--- src/verilog/hbp_pkg.sv ---
// Notes on behaviour
// - Address phase puts the low 16 address bits on the shared bus.
// - Data phase carries the word; the transfer type picks the driver.
// - Direction is driven only as master, valid all transaction, else released.
// - As slave, direction high means device drives; low means device captures.
// - As master, direction low when writing out, high when reading in.
// - Attention interrupt asserts when any of five status flags is set.
// - Attention interrupt asserts only while the enable bit 09 is one.
// - Inbound transceiver control only in master read data phase, never in writes.
// - Outbound control while master drives: read address phase, whole write.
// - Driven data is stable at the strobe's rising edge, where it is sampled.
// - Device drives strobe as master, takes it as slave, else released.
// - Register-four bit 06 set: pin is burst release, ending burst after transfer.
// - Register-four bit 06 clear: pin is a byte-select output like its companion.
// - Bus-config bit clear: pins give byte mask, low/low whole word.
// - Byte-select outputs are driven only as master, ignored as slave.
package hbp_pkg;

    // ************************************************************
    // Widths, control bit positions and reset values.
    // ************************************************************
    localparam int              DATA_W        = 16;
    localparam int              IRQ_EN_BIT    = 9;
    localparam int              PIN_IN_BIT    = 6;
    localparam int              BUS_CFG_BIT   = 0;
    localparam logic [15:0]     BUS_RST       = 16'h0000;
    localparam logic            STROBE_IDLE   = 1'h1;

    // ************************************************************
    // Types.
    // ************************************************************
    typedef enum logic [1:0] {
        S_IDLE = 2'b00,
        S_ADDR = 2'b01,
        S_DATA = 2'b10,
        S_DONE = 2'b11
    } hbp_state_t;

    typedef struct packed {
        logic missedFrame;
        logic memoryError;
        logic receiveDone;
        logic transmitDone;
        logic fifthEvent;
    } hbp_flags_t;

    typedef struct packed {
        logic              isRead;
        logic [DATA_W-1:0] addr;
        logic [DATA_W-1:0] wrData;
        logic [1:0]        byteEn;
    } hbp_req_t;

endpackage

--- src/verilog/hbp_host_port.sv ---
module hbp_host_port
    import hbp_pkg::*;
(
    input  wire logic              clk,                  // System clock, 100 MHz.
    input  wire logic              rst_b,                // Asynchronous reset, active low.
    input  wire logic [15:0]       controlStatusZero,    // Control/status word zero.
    input  wire logic [15:0]       controlStatusFour,    // Control/status word four.
    input  wire hbp_flags_t        statusFlags,          // Interrupt source flags.
    input  wire logic              dmaReq,               // Core requests a master transfer.
    input  wire hbp_req_t          dmaCmd,               // Transfer described by the core.
    output logic                   dmaReady,             // Request taken this cycle.
    output logic                   dmaDone,              // Transfer finished, one cycle.
    output logic [DATA_W-1:0]      dmaRdData,            // Word read as master.
    output logic                   burstCut,             // Burst ended by release, one cycle.
    input  wire logic              slaveSel,             // Device addressed as slave.
    input  wire logic [DATA_W-1:0] slaveRdData,          // Word to return as slave.
    output logic                   slaveWrStrobe,        // Slave write captured, one cycle.
    output logic [DATA_W-1:0]      slaveWrData,          // Word captured as slave.
    input  wire logic [DATA_W-1:0] muxedAddrDataBusIn,   // Shared bus level.
    output logic [DATA_W-1:0]      muxedAddrDataBusOut,  // Shared bus drive value.
    output logic                   muxedAddrDataBusOe,   // Shared bus drive enable.
    input  wire logic              readDirIn,            // Direction level.
    output logic                   readDirOut,           // Direction drive value.
    output logic                   readDirOe,            // Direction drive enable.
    input  wire logic              dataStrobeIn,         // Strobe level.
    output logic                   dataStrobeOut,        // Strobe drive value.
    output logic                   dataStrobeOe,         // Strobe drive enable.
    output logic                   xcvrInboundCtl,       // Inbound transceiver control.
    output logic                   xcvrInboundOe,        // Its drive enable.
    output logic                   xcvrOutboundCtl,      // Outbound transceiver control.
    output logic                   xcvrOutboundOe,       // Its drive enable.
    input  wire logic              burstReleaseIn,       // Configurable pin level.
    output logic                   byteMaskLow,          // Configurable pin drive value.
    output logic                   byteMaskLowOe,        // Configurable pin drive enable.
    output logic                   byteMaskHigh,         // Companion pin drive value.
    output logic                   byteMaskHighOe,       // Companion pin drive enable.
    output logic                   attentionIrq_b,       // Open-drain level, always low.
    output logic                   attentionIrqOe        // Pulls the line low when high.
);

    // ************************************************************
    // State.
    // ************************************************************
    hbp_state_t        state_r;
    hbp_state_t        state_nxt;
    hbp_req_t          cmd_r;
    logic              master;
    logic              slaveIdle;
    logic              pinIsInput;
    logic              releasePend_r;
    logic              strobeIn_r;
    logic [DATA_W-1:0] busOut_r;

    // Mode bits picked out of the control words.
    assign pinIsInput = controlStatusFour[PIN_IN_BIT];
    assign master     = (state_r != S_IDLE);
    assign slaveIdle  = !master && slaveSel;

    // Requests are taken when idle, or right after a transfer unless a release is pending.
    assign dmaReady = dmaReq && (state_r == S_IDLE || (state_r == S_DONE && !releasePend_r));

    // Next state of the master sequence.
    always_comb begin
        state_nxt = state_r;
        case (state_r)
            S_IDLE: begin
                if (dmaReady) begin
                    state_nxt = S_ADDR;
                end
            end
            S_ADDR: state_nxt = S_DATA;
            S_DATA: state_nxt = S_DONE;
            S_DONE: begin
                state_nxt = dmaReady ? S_ADDR : S_IDLE;
            end
            default: state_nxt = S_IDLE;
        endcase
    end

    // State register.
    always_ff @(posedge clk or negedge rst_b) begin
        if (!rst_b) begin
            state_r <= S_IDLE;
        end else begin
            state_r <= state_nxt;
        end
    end

    // Request capture when a transfer is taken.
    always_ff @(posedge clk or negedge rst_b) begin
        if (!rst_b) begin
            cmd_r <= '0;
        end else if (dmaReady) begin
            cmd_r <= dmaCmd;
        end
    end

    // Release request is held until the current transfer completes.
    always_ff @(posedge clk or negedge rst_b) begin
        if (!rst_b) begin
            releasePend_r <= 1'b0;
        end else if (state_r == S_DONE) begin
            // A release met while closing an uncut transfer is kept for the next one.
            releasePend_r <= !releasePend_r && pinIsInput && burstReleaseIn;
        end else if (master && pinIsInput && burstReleaseIn) begin
            releasePend_r <= 1'b1;
        end
    end

    // Shared bus drive register: address, write data or slave read word.
    always_ff @(posedge clk or negedge rst_b) begin
        if (!rst_b) begin
            busOut_r <= BUS_RST;
        end else if (dmaReady) begin
            busOut_r <= dmaCmd.addr;
        end else if (state_r == S_ADDR) begin
            busOut_r <= cmd_r.wrData;
        end else if (slaveIdle && readDirIn) begin
            busOut_r <= slaveRdData;
        end
    end

    // Master read sample at the strobe rising edge, and completion pulses.
    always_ff @(posedge clk or negedge rst_b) begin
        if (!rst_b) begin
            dmaRdData <= BUS_RST;
            dmaDone   <= 1'b0;
            burstCut  <= 1'b0;
        end else begin
            dmaDone  <= (state_r == S_DATA);
            burstCut <= (state_r == S_DONE) && releasePend_r;
            if (state_r == S_DATA && cmd_r.isRead) begin
                dmaRdData <= muxedAddrDataBusIn;
            end
        end
    end

    // Slave write capture on the rising edge of the host's strobe.
    always_ff @(posedge clk or negedge rst_b) begin
        if (!rst_b) begin
            strobeIn_r    <= STROBE_IDLE;
            slaveWrStrobe <= 1'b0;
            slaveWrData   <= BUS_RST;
        end else begin
            strobeIn_r    <= dataStrobeIn;
            slaveWrStrobe <= 1'b0;
            if (slaveIdle && !readDirIn && dataStrobeIn && !strobeIn_r) begin
                slaveWrStrobe <= 1'b1;
                slaveWrData   <= muxedAddrDataBusIn;
            end
        end
    end

    // Attention interrupt, registered so the pin never glitches.
    always_ff @(posedge clk or negedge rst_b) begin
        if (!rst_b) begin
            attentionIrqOe <= 1'b0;
        end else begin
            attentionIrqOe <= controlStatusZero[IRQ_EN_BIT] && (|statusFlags);
        end
    end
    assign attentionIrq_b = 1'b0;

    // Shared bus enables: master drives the address phase and whole writes, slave drives on reads.
    assign muxedAddrDataBusOut = busOut_r;
    assign muxedAddrDataBusOe  = (state_r == S_ADDR) || (master && !cmd_r.isRead)
                               || (slaveIdle && readDirIn);

    // Direction and strobe: driven as master only, strobe low through data phase.
    assign readDirOut    = cmd_r.isRead;
    assign readDirOe     = master;
    assign dataStrobeOut = (state_r != S_DATA);
    assign dataStrobeOe  = master;

    // Transceiver controls.
    assign xcvrInboundCtl  = (state_r == S_DATA) && cmd_r.isRead;
    assign xcvrInboundOe   = master;
    assign xcvrOutboundCtl = (state_r == S_ADDR) || !cmd_r.isRead;
    assign xcvrOutboundOe  = master;

    // Byte-select pins: active-low mask, or the byte line when bus config is set.
    always_comb begin
        if (controlStatusFour[BUS_CFG_BIT]) begin
            byteMaskLow  = !(&cmd_r.byteEn);
            byteMaskHigh = 1'b1;
        end else begin
            byteMaskLow  = !cmd_r.byteEn[0];
            byteMaskHigh = !cmd_r.byteEn[1];
        end
    end
    assign byteMaskLowOe  = master && !pinIsInput;
    assign byteMaskHighOe = master && !controlStatusFour[BUS_CFG_BIT];
endmodule

--- config.mk ---
export PLATFORM = sky130hd
export DESIGN_NAME = hbp_host_port
export DESIGN_NICKNAME = d
export VERILOG_FILES = /design/src/verilog/hbp_pkg.sv /design/src/verilog/hbp_host_port.sv
export SDC_FILE = /design/constraint.sdc
export NUM_CORES = 1
export LEC_CHECK = 0
export ABC_AREA = 1
export BUFFER_PORTS_ARGS = -buffer_cell sky130_fd_sc_hd__buf_2
export CORE_UTILIZATION = 30
export CTS_CLUSTER_SIZE = 8
export DETAILED_ROUTE_END_ITERATION = 10
export MAX_ROUTING_LAYER = met4
export PLACE_DENSITY = 0.59
export REMOVE_ABC_BUFFERS = 1
export SLEW_MARGIN = 0
export SYNTH_ARGS = -nofsm -noshare
export SYNTH_HDL_FRONTEND = slang
export SYNTH_SLANG_ARGS = --single-unit
--- constraint.sdc ---
create_clock -name clk -period 2.4 [get_ports clk]
set_input_delay 0.24 -clock clk [delete_from_list [all_inputs] [get_ports clk]]
set_output_delay 0.24 -clock clk [all_outputs]
set_load 0.02 [all_outputs]
==> flow_summary.json, run 1 <==
{
  "dieArea_mm2": 0.01212,
  "hold_violations": 0,
  "fin_crit_sh": 0.8813,
  "worstHoldPathType": "in2reg",
  "drv_cap": 0,
  "critPathKind": "reg2out",
  "p_leak_uw": 0.002600,
  "track_usage": 0.1626,
  "n_antenna_cell": 0,
  "cts_tree": "done",
  "ys.flop_type": "dfrtp_1",
  "synth_edf_count": 0,
  "critPathMaxFanout": 7,
  "clock_path_buffers": 2,
  "setup.worst_path.end_class": "output port",
  "cp_slowest_cell": "dfrtp_1",
  "drt_first_iter_violations": 208,
  "grt_setup_unrepaired": "false",
  "core_mm2": 0.01142,
  "power_uw": 6511,
  "grt_pass1_vias": 2925,
  "whs_ns": 0.1018,
  "avgRoutedWirePerCell_um": 13.07,
  "crit_family": "buffers and inverters",
  "place_area_mm2": 0.004333,
  "setup-tns-final_ns": 0,
  "rows": 39,
  "crit_path_start_kind": "register",
  "drive_gt1_frac": 0.3286,
  "viasPerCell": 4.431,
  "numCtsBuffers": 9,
  "clkTransAtPathRegs_ns": 0.06,
  "grt_first_pass_wirelength_um": 14200,
  "synth_cell_types": 26,
  "async_flop_share": 1.000,
  "worstPathRequired_ns": 2.16,
  "htreeDepth": 3,
  "drt-pass1-iter-count": 5,
  "antenna_left": 0,
  "start_util": 0.3070,
  "clock-root-buffer": "clkbuf_16",
  "grt-ovfl-total": 0,
  "synth_cells": 416,
  "min_period_ns": 2.115,
  "outcome": "finished clean",
  "ys_top_cells_by_count": "126 x nand2_1, 74 x dfrtp_1, 67 x o21ai_0, 60 x inv_1, 35 x nand3_1",
  "port_buffers": 147,
  "place_congestion": 0.7324,
  "p_per_area_mw_per_mm2": 1408,
  "worst-path-buf-inv": 3,
  "drc": 0,
  "synth_most_common_cell": "nand2_1",
  "cts_resized": 0,
  "fin_area_mm2": 0.004623,
  "grt_max_degree": 76,
  "clock-sinks": 75,
  "dieHeight_um": 110.1,
  "synth_area_per_cell_um2": 8.428,
  "ir_drop_v": 0.0007020,
  "finalCoreUtilization": 0.4049,
  "die_w_um": 110.1,
  "num_vias": 3155,
  "crit_chain": "inv_1 > ha_1 > inv_4 > a21oi_4 > buf_2",
  "yosysWarnings": 0,
  "slew_viol_final": 0,
  "setup_viol": 0,
  "max_stage_delay_ns": 0.40,
  "fin_skew_ns": 0.004557,
  "area_growth_pct": 31.87,
  "drt_wl_total_um": 9306,
  "antenna_found_initial": 0,
  "insertion_delay_ns": 0.34,
  "final_nets": 680,
  "synth_area_mm2": 0.003506,
  "synth.top_cell.area_share": 0.5282,
  "cp.arrival_ns": 1.88,
  "fmax_ghz": 0.4728,
  "post-dp-hpwl_um": 6382,
  "synth.area.top_cells": "dfrtp_1 53%, nand2_1 13%, o21ai_0 9.6%, inv_1 6.4%, nand3_1 5.0%",
  "synth_area_leader_cell": "dfrtp_1",
  "ios": 178,
  "ys_seq_area_frac": 0.5357,
  "ys_seq_elements": 75
}
## registers in the layout, summed over array words and instances (netlist names)
name / flops
burstCut: 1
strobeIn_r: 1
muxedAddrDataBusOut: 16
slaveWrStrobe: 1
attentionIrqOe: 1
cmd_r: 18
releasePend_r: 1
dmaRdData: 16
dmaDone: 1
readDirOut: 1
state_r: 2
slaveWrData: 16
## layer usage
metal | wire [µm] | vias to the layer above | global-route usage
met4 | 134 | 0 | 0.07331
met1 | 4355 | 1432 | 0.2047
met2 | 4092 | 129 | 0.2487
met5 | 0 | - | -
li1 | - | 1585 | -
met3 | 723 | 9 | 0.03821
## timing repair
action	4_1_cts	5_1_grt
endpoints found under the setup margin	0	1
endpoints found under the hold margin	75	0
hold buffers	2	0
setup buffers	0	1
## worst paths after layout
path | start | end | slack (ns) | cells past startpoint
worst min-delay path | dmaCmd[34] | readDirOut | 0.10 | 3
worst max-delay path | state_r[1] | dmaReady | 0.28 | 5
max in group asynchronous | rst_b | strobeIn_r | 1.59 | 3
min in group asynchronous | rst_b | dmaRdData[2] | 0.48 | 3
worst min register to register | muxedAddrDataBusOut[14] | muxedAddrDataBusOut[14] | 0.48 | 2
worst max register to register | state_r[1] | muxedAddrDataBusOut[5] | 0.33 | 9
## layout make-up
class	count	area [µm²]
Inverter	62	235.2
Multi-Input combinational cell	256	1215
Clock buffer	11	232.7
Timing Repair Buffer	160	853.3
Sequential cell	75	1878
Clock inverter	5	30.03
Fill cell	1204	6795
Tap cell	143	178.9
## worst reg2reg max path, delay by kind of cell (launching register included)
kind / cells / cell delay, ns
adders and majority gates: 1 / 0.38
buffers and inverters: 3 / 0.53
DFF: 1 / 0.40
and+or+nand+nor: 5 / 0.65
## where the power goes
part	internal (µW)	switching, µW	total, µW	leakage (µW)
sequential	1870	290	2160	0.000926
combinational	1030	2110	3140	0.00155
clock	694	519	1210	0.000125
total	3590	2920	6510	0.00260
## logic make-up (layout without fill, tap and decap cells)
group	Yosys count	in the layout	synth area share
compound gates	72	72	0.1074
fa+ha+maj	5	5	0.01784
buf+inv	85	238	0.1178
flops	75	75	0.5357
other cells	1	1	0.001070
simple gates	178	178	0.2202
## stage by stage
stage	setup WS, ns	cells
global route	0.1551	712
CTS	0.003558	711
global placement	0.3282	693
finish	0.2848	712
detailed placement	0.2876	693
floorplan	0.5268	393
## cells in the final DEF, fill, tap and decap left out, types with 2 or more instances in the layout
cell,synthesis,layout
buf_2,1,146
buf_4,6,11
clkbuf_1,8,2
clkbuf_16,0,9
clkinv_2,0,3
clkinvlp_4,0,2
dfrtp_1,74,74
dlygate4sd3_1,0,2
ha_1,5,5
inv_1,60,60
nand2_1,126,126
nand2_2,7,7
nand2_4,3,3
nand3_1,35,35
nor2_1,5,5
o211ai_1,2,2
o21ai_0,67,67
Note: power is estimated with default switching activity, not from simulation.
==> run 2: changes to the inputs <==
==> constraint.sdc (replaced) <==
create_clock -name clk -period 2 [get_ports clk]
set_input_delay 0.2 -clock clk [delete_from_list [all_inputs] [get_ports clk]]
set_output_delay 0.2 -clock clk [all_outputs]
set_load 0.02 [all_outputs]
==> flow_summary.json, run 2 (synthesis gave the netlist of run 1 again) <==
{
  "crit_family": "buffers and inverters",
  "setup.worst_path.end_class": "output port",
  "place_inst": 696,
  "area_growth_pct": 33.55,
  "slew_viol_final": 0,
  "cts_tree": "done",
  "outcome": "finished clean",
  "cp_slowest_cell": "dfrtp_1",
  "final_common_cell": "buf_2",
  "worstPathRequired_ns": 1.80,
  "grt_max_degree": 41,
  "dieHeight_um": 110.1,
  "cp.arrival_ns": 1.62,
  "track_usage": 0.1584,
  "place_congestion": 0.7262,
  "numCtsBuffers": 9,
  "avgRoutedWirePerCell_um": 12.71,
  "num_vias": 3163,
  "critPathKind": "reg2out",
  "fin_crit_sh": 0.9090,
  "grt_pass1_vias": 2913,
  "fmax_ghz": 0.5501,
  "slew_headroom": 0.6470,
  "worstHoldPathType": "in2reg",
  "tightestPinTransition_ns": 0.5295,
  "setup-tns-final_ns": 0,
  "insertion_delay_ns": 0.33,
  "drive_gt1_frac": 0.3316,
  "final_nets": 683,
  "n_antenna_cell": 0,
  "ios": 178,
  "rows": 39,
  "drt_first_iter_violations": 144,
  "setup_viol": 0,
  "fillCellCount": 1173,
  "p_per_area_mw_per_mm2": 1709,
  "grt-ovfl-total": 0,
  "stdcell_count": 713,
  "die_w_um": 110.1,
  "clock_path_buffers": 2,
  "drv_cap": 0,
  "fin_skew_ns": 0.003669,
  "place_area_mm2": 0.004368,
  "grt_first_pass_wirelength_um": 13980,
  "regMostFlops": "cmd_r",
  "dieArea_mm2": 0.01212,
  "start_util": 0.3070,
  "p_leak_uw": 0.002626,
  "fin_area_mm2": 0.004682,
  "grt_setup_unrepaired": "false",
  "clock-root-buffer": "clkbuf_16",
  "hold_violations": 0,
  "largest_register_ffs": 18,
  "most-common-layout-cells": "146 x buf_2, 126 x nand2_1, 74 x dfrtp_1",
  "clock-sinks": 75,
  "drt-pass1-iter-count": 5,
  "core_mm2": 0.01142,
  "critPathMaxFanout": 7,
  "drc": 0,
  "crit_chain": "inv_1 > ha_2 > inv_4 > a21oi_4 > buf_2",
  "antenna_left": 0,
  "drt_wl_total_um": 9065,
  "post-dp-hpwl_um": 6433,
  "htreeDepth": 3,
  "max_stage_delay_ns": 0.38,
  "worst-path-buf-inv": 3,
  "viasPerCell": 4.436,
  "antenna_found_initial": 0,
  "crit_path_start_kind": "register",
  "min_period_ns": 1.818,
  "port_buffers": 147,
  "ir_drop_v": 0.0008571,
  "clkTransAtPathRegs_ns": 0.06
}
==> run 2: final cells by class <==
class                   instances  area, µm²  share of cell area
clock buffers                  12      246.5             0.05265
flip-flops and latches         75       1878              0.4011
repair buffers                163      888.4              0.1897
well taps                     143      178.9             0.03821
multi-input cells             256       1217              0.2600
inverters                      62      235.2             0.05024
clock inverters                 2      37.54            0.008017
==> run 2: per-stage QoR <==
| stage | setup slack (ns) | total power, µW | util | hold slack [ns] |
|---|---|---|---|---|
| after floorplan | 0.1268 | 5008 | - | -0.09559 |
| after detailed placement | 0.1928 | 6491 | 0.3825 | 0.2264 |
| final | 0.1820 | 8002 | 0.4100 | 0.06750 |
| after CTS | 0.1315 | 8130 | 0.4100 | 0.05008 |
| after global routing | 0.07160 | 8721 | 0.4100 | 0.07323 |
| after global placement | 0.2556 | 6407 | 0.3825 | 0.2153 |
==> run 2: where the power goes <==
group / internal (µW) / switching (µW)
Combinational: 1320 / 2550
Clock: 986 / 582
Sequential: 2250 / 322
Total: 4550 / 3450
==> run 2: path summary, 6_finish.rpt <==
path | slack, ns | from | end | cells after the start
hold reg to reg | 0.47 | muxedAddrDataBusOut[9] | muxedAddrDataBusOut[9] | 2
setup reg to reg | 0.30 | state_r[0] | muxedAddrDataBusOut[6] | 9
setup / recovery | 0.18 | state_r[0] | dmaReady | 5
max in group asynchronous | 1.01 | rst_b | slaveWrData[12] | 3
hold / removal | 0.07 | dmaCmd[0] | cmd_r[0] | 3
min in group asynchronous | 0.39 | rst_b | slaveWrData[13] | 2
==> run 2: tightest hold or removal path, cell delays in order <==
cell,delay [ns]
buf_2,0.08
nand2_1,0.04
nand2_1,0.04
==> run 2: routing by layer <==
metal  routed length [µm]  track usage  vias up  share of wire
li1                     -            -     1582              -
met1                 4120       0.1847     1434           0.45
met5                    0            -        -              0
met4                  111      0.05639        0          0.012
met3                  722      0.04115        8          0.080
met2                 4112       0.2638      139           0.45
==> run 2: repair_timing <==
action,CTS,global route
endpoints found under the hold margin,39,0
buffers inserted,1,0
endpoints found under the setup margin,1,0
hold buffers,2,0
resized for setup,1,0
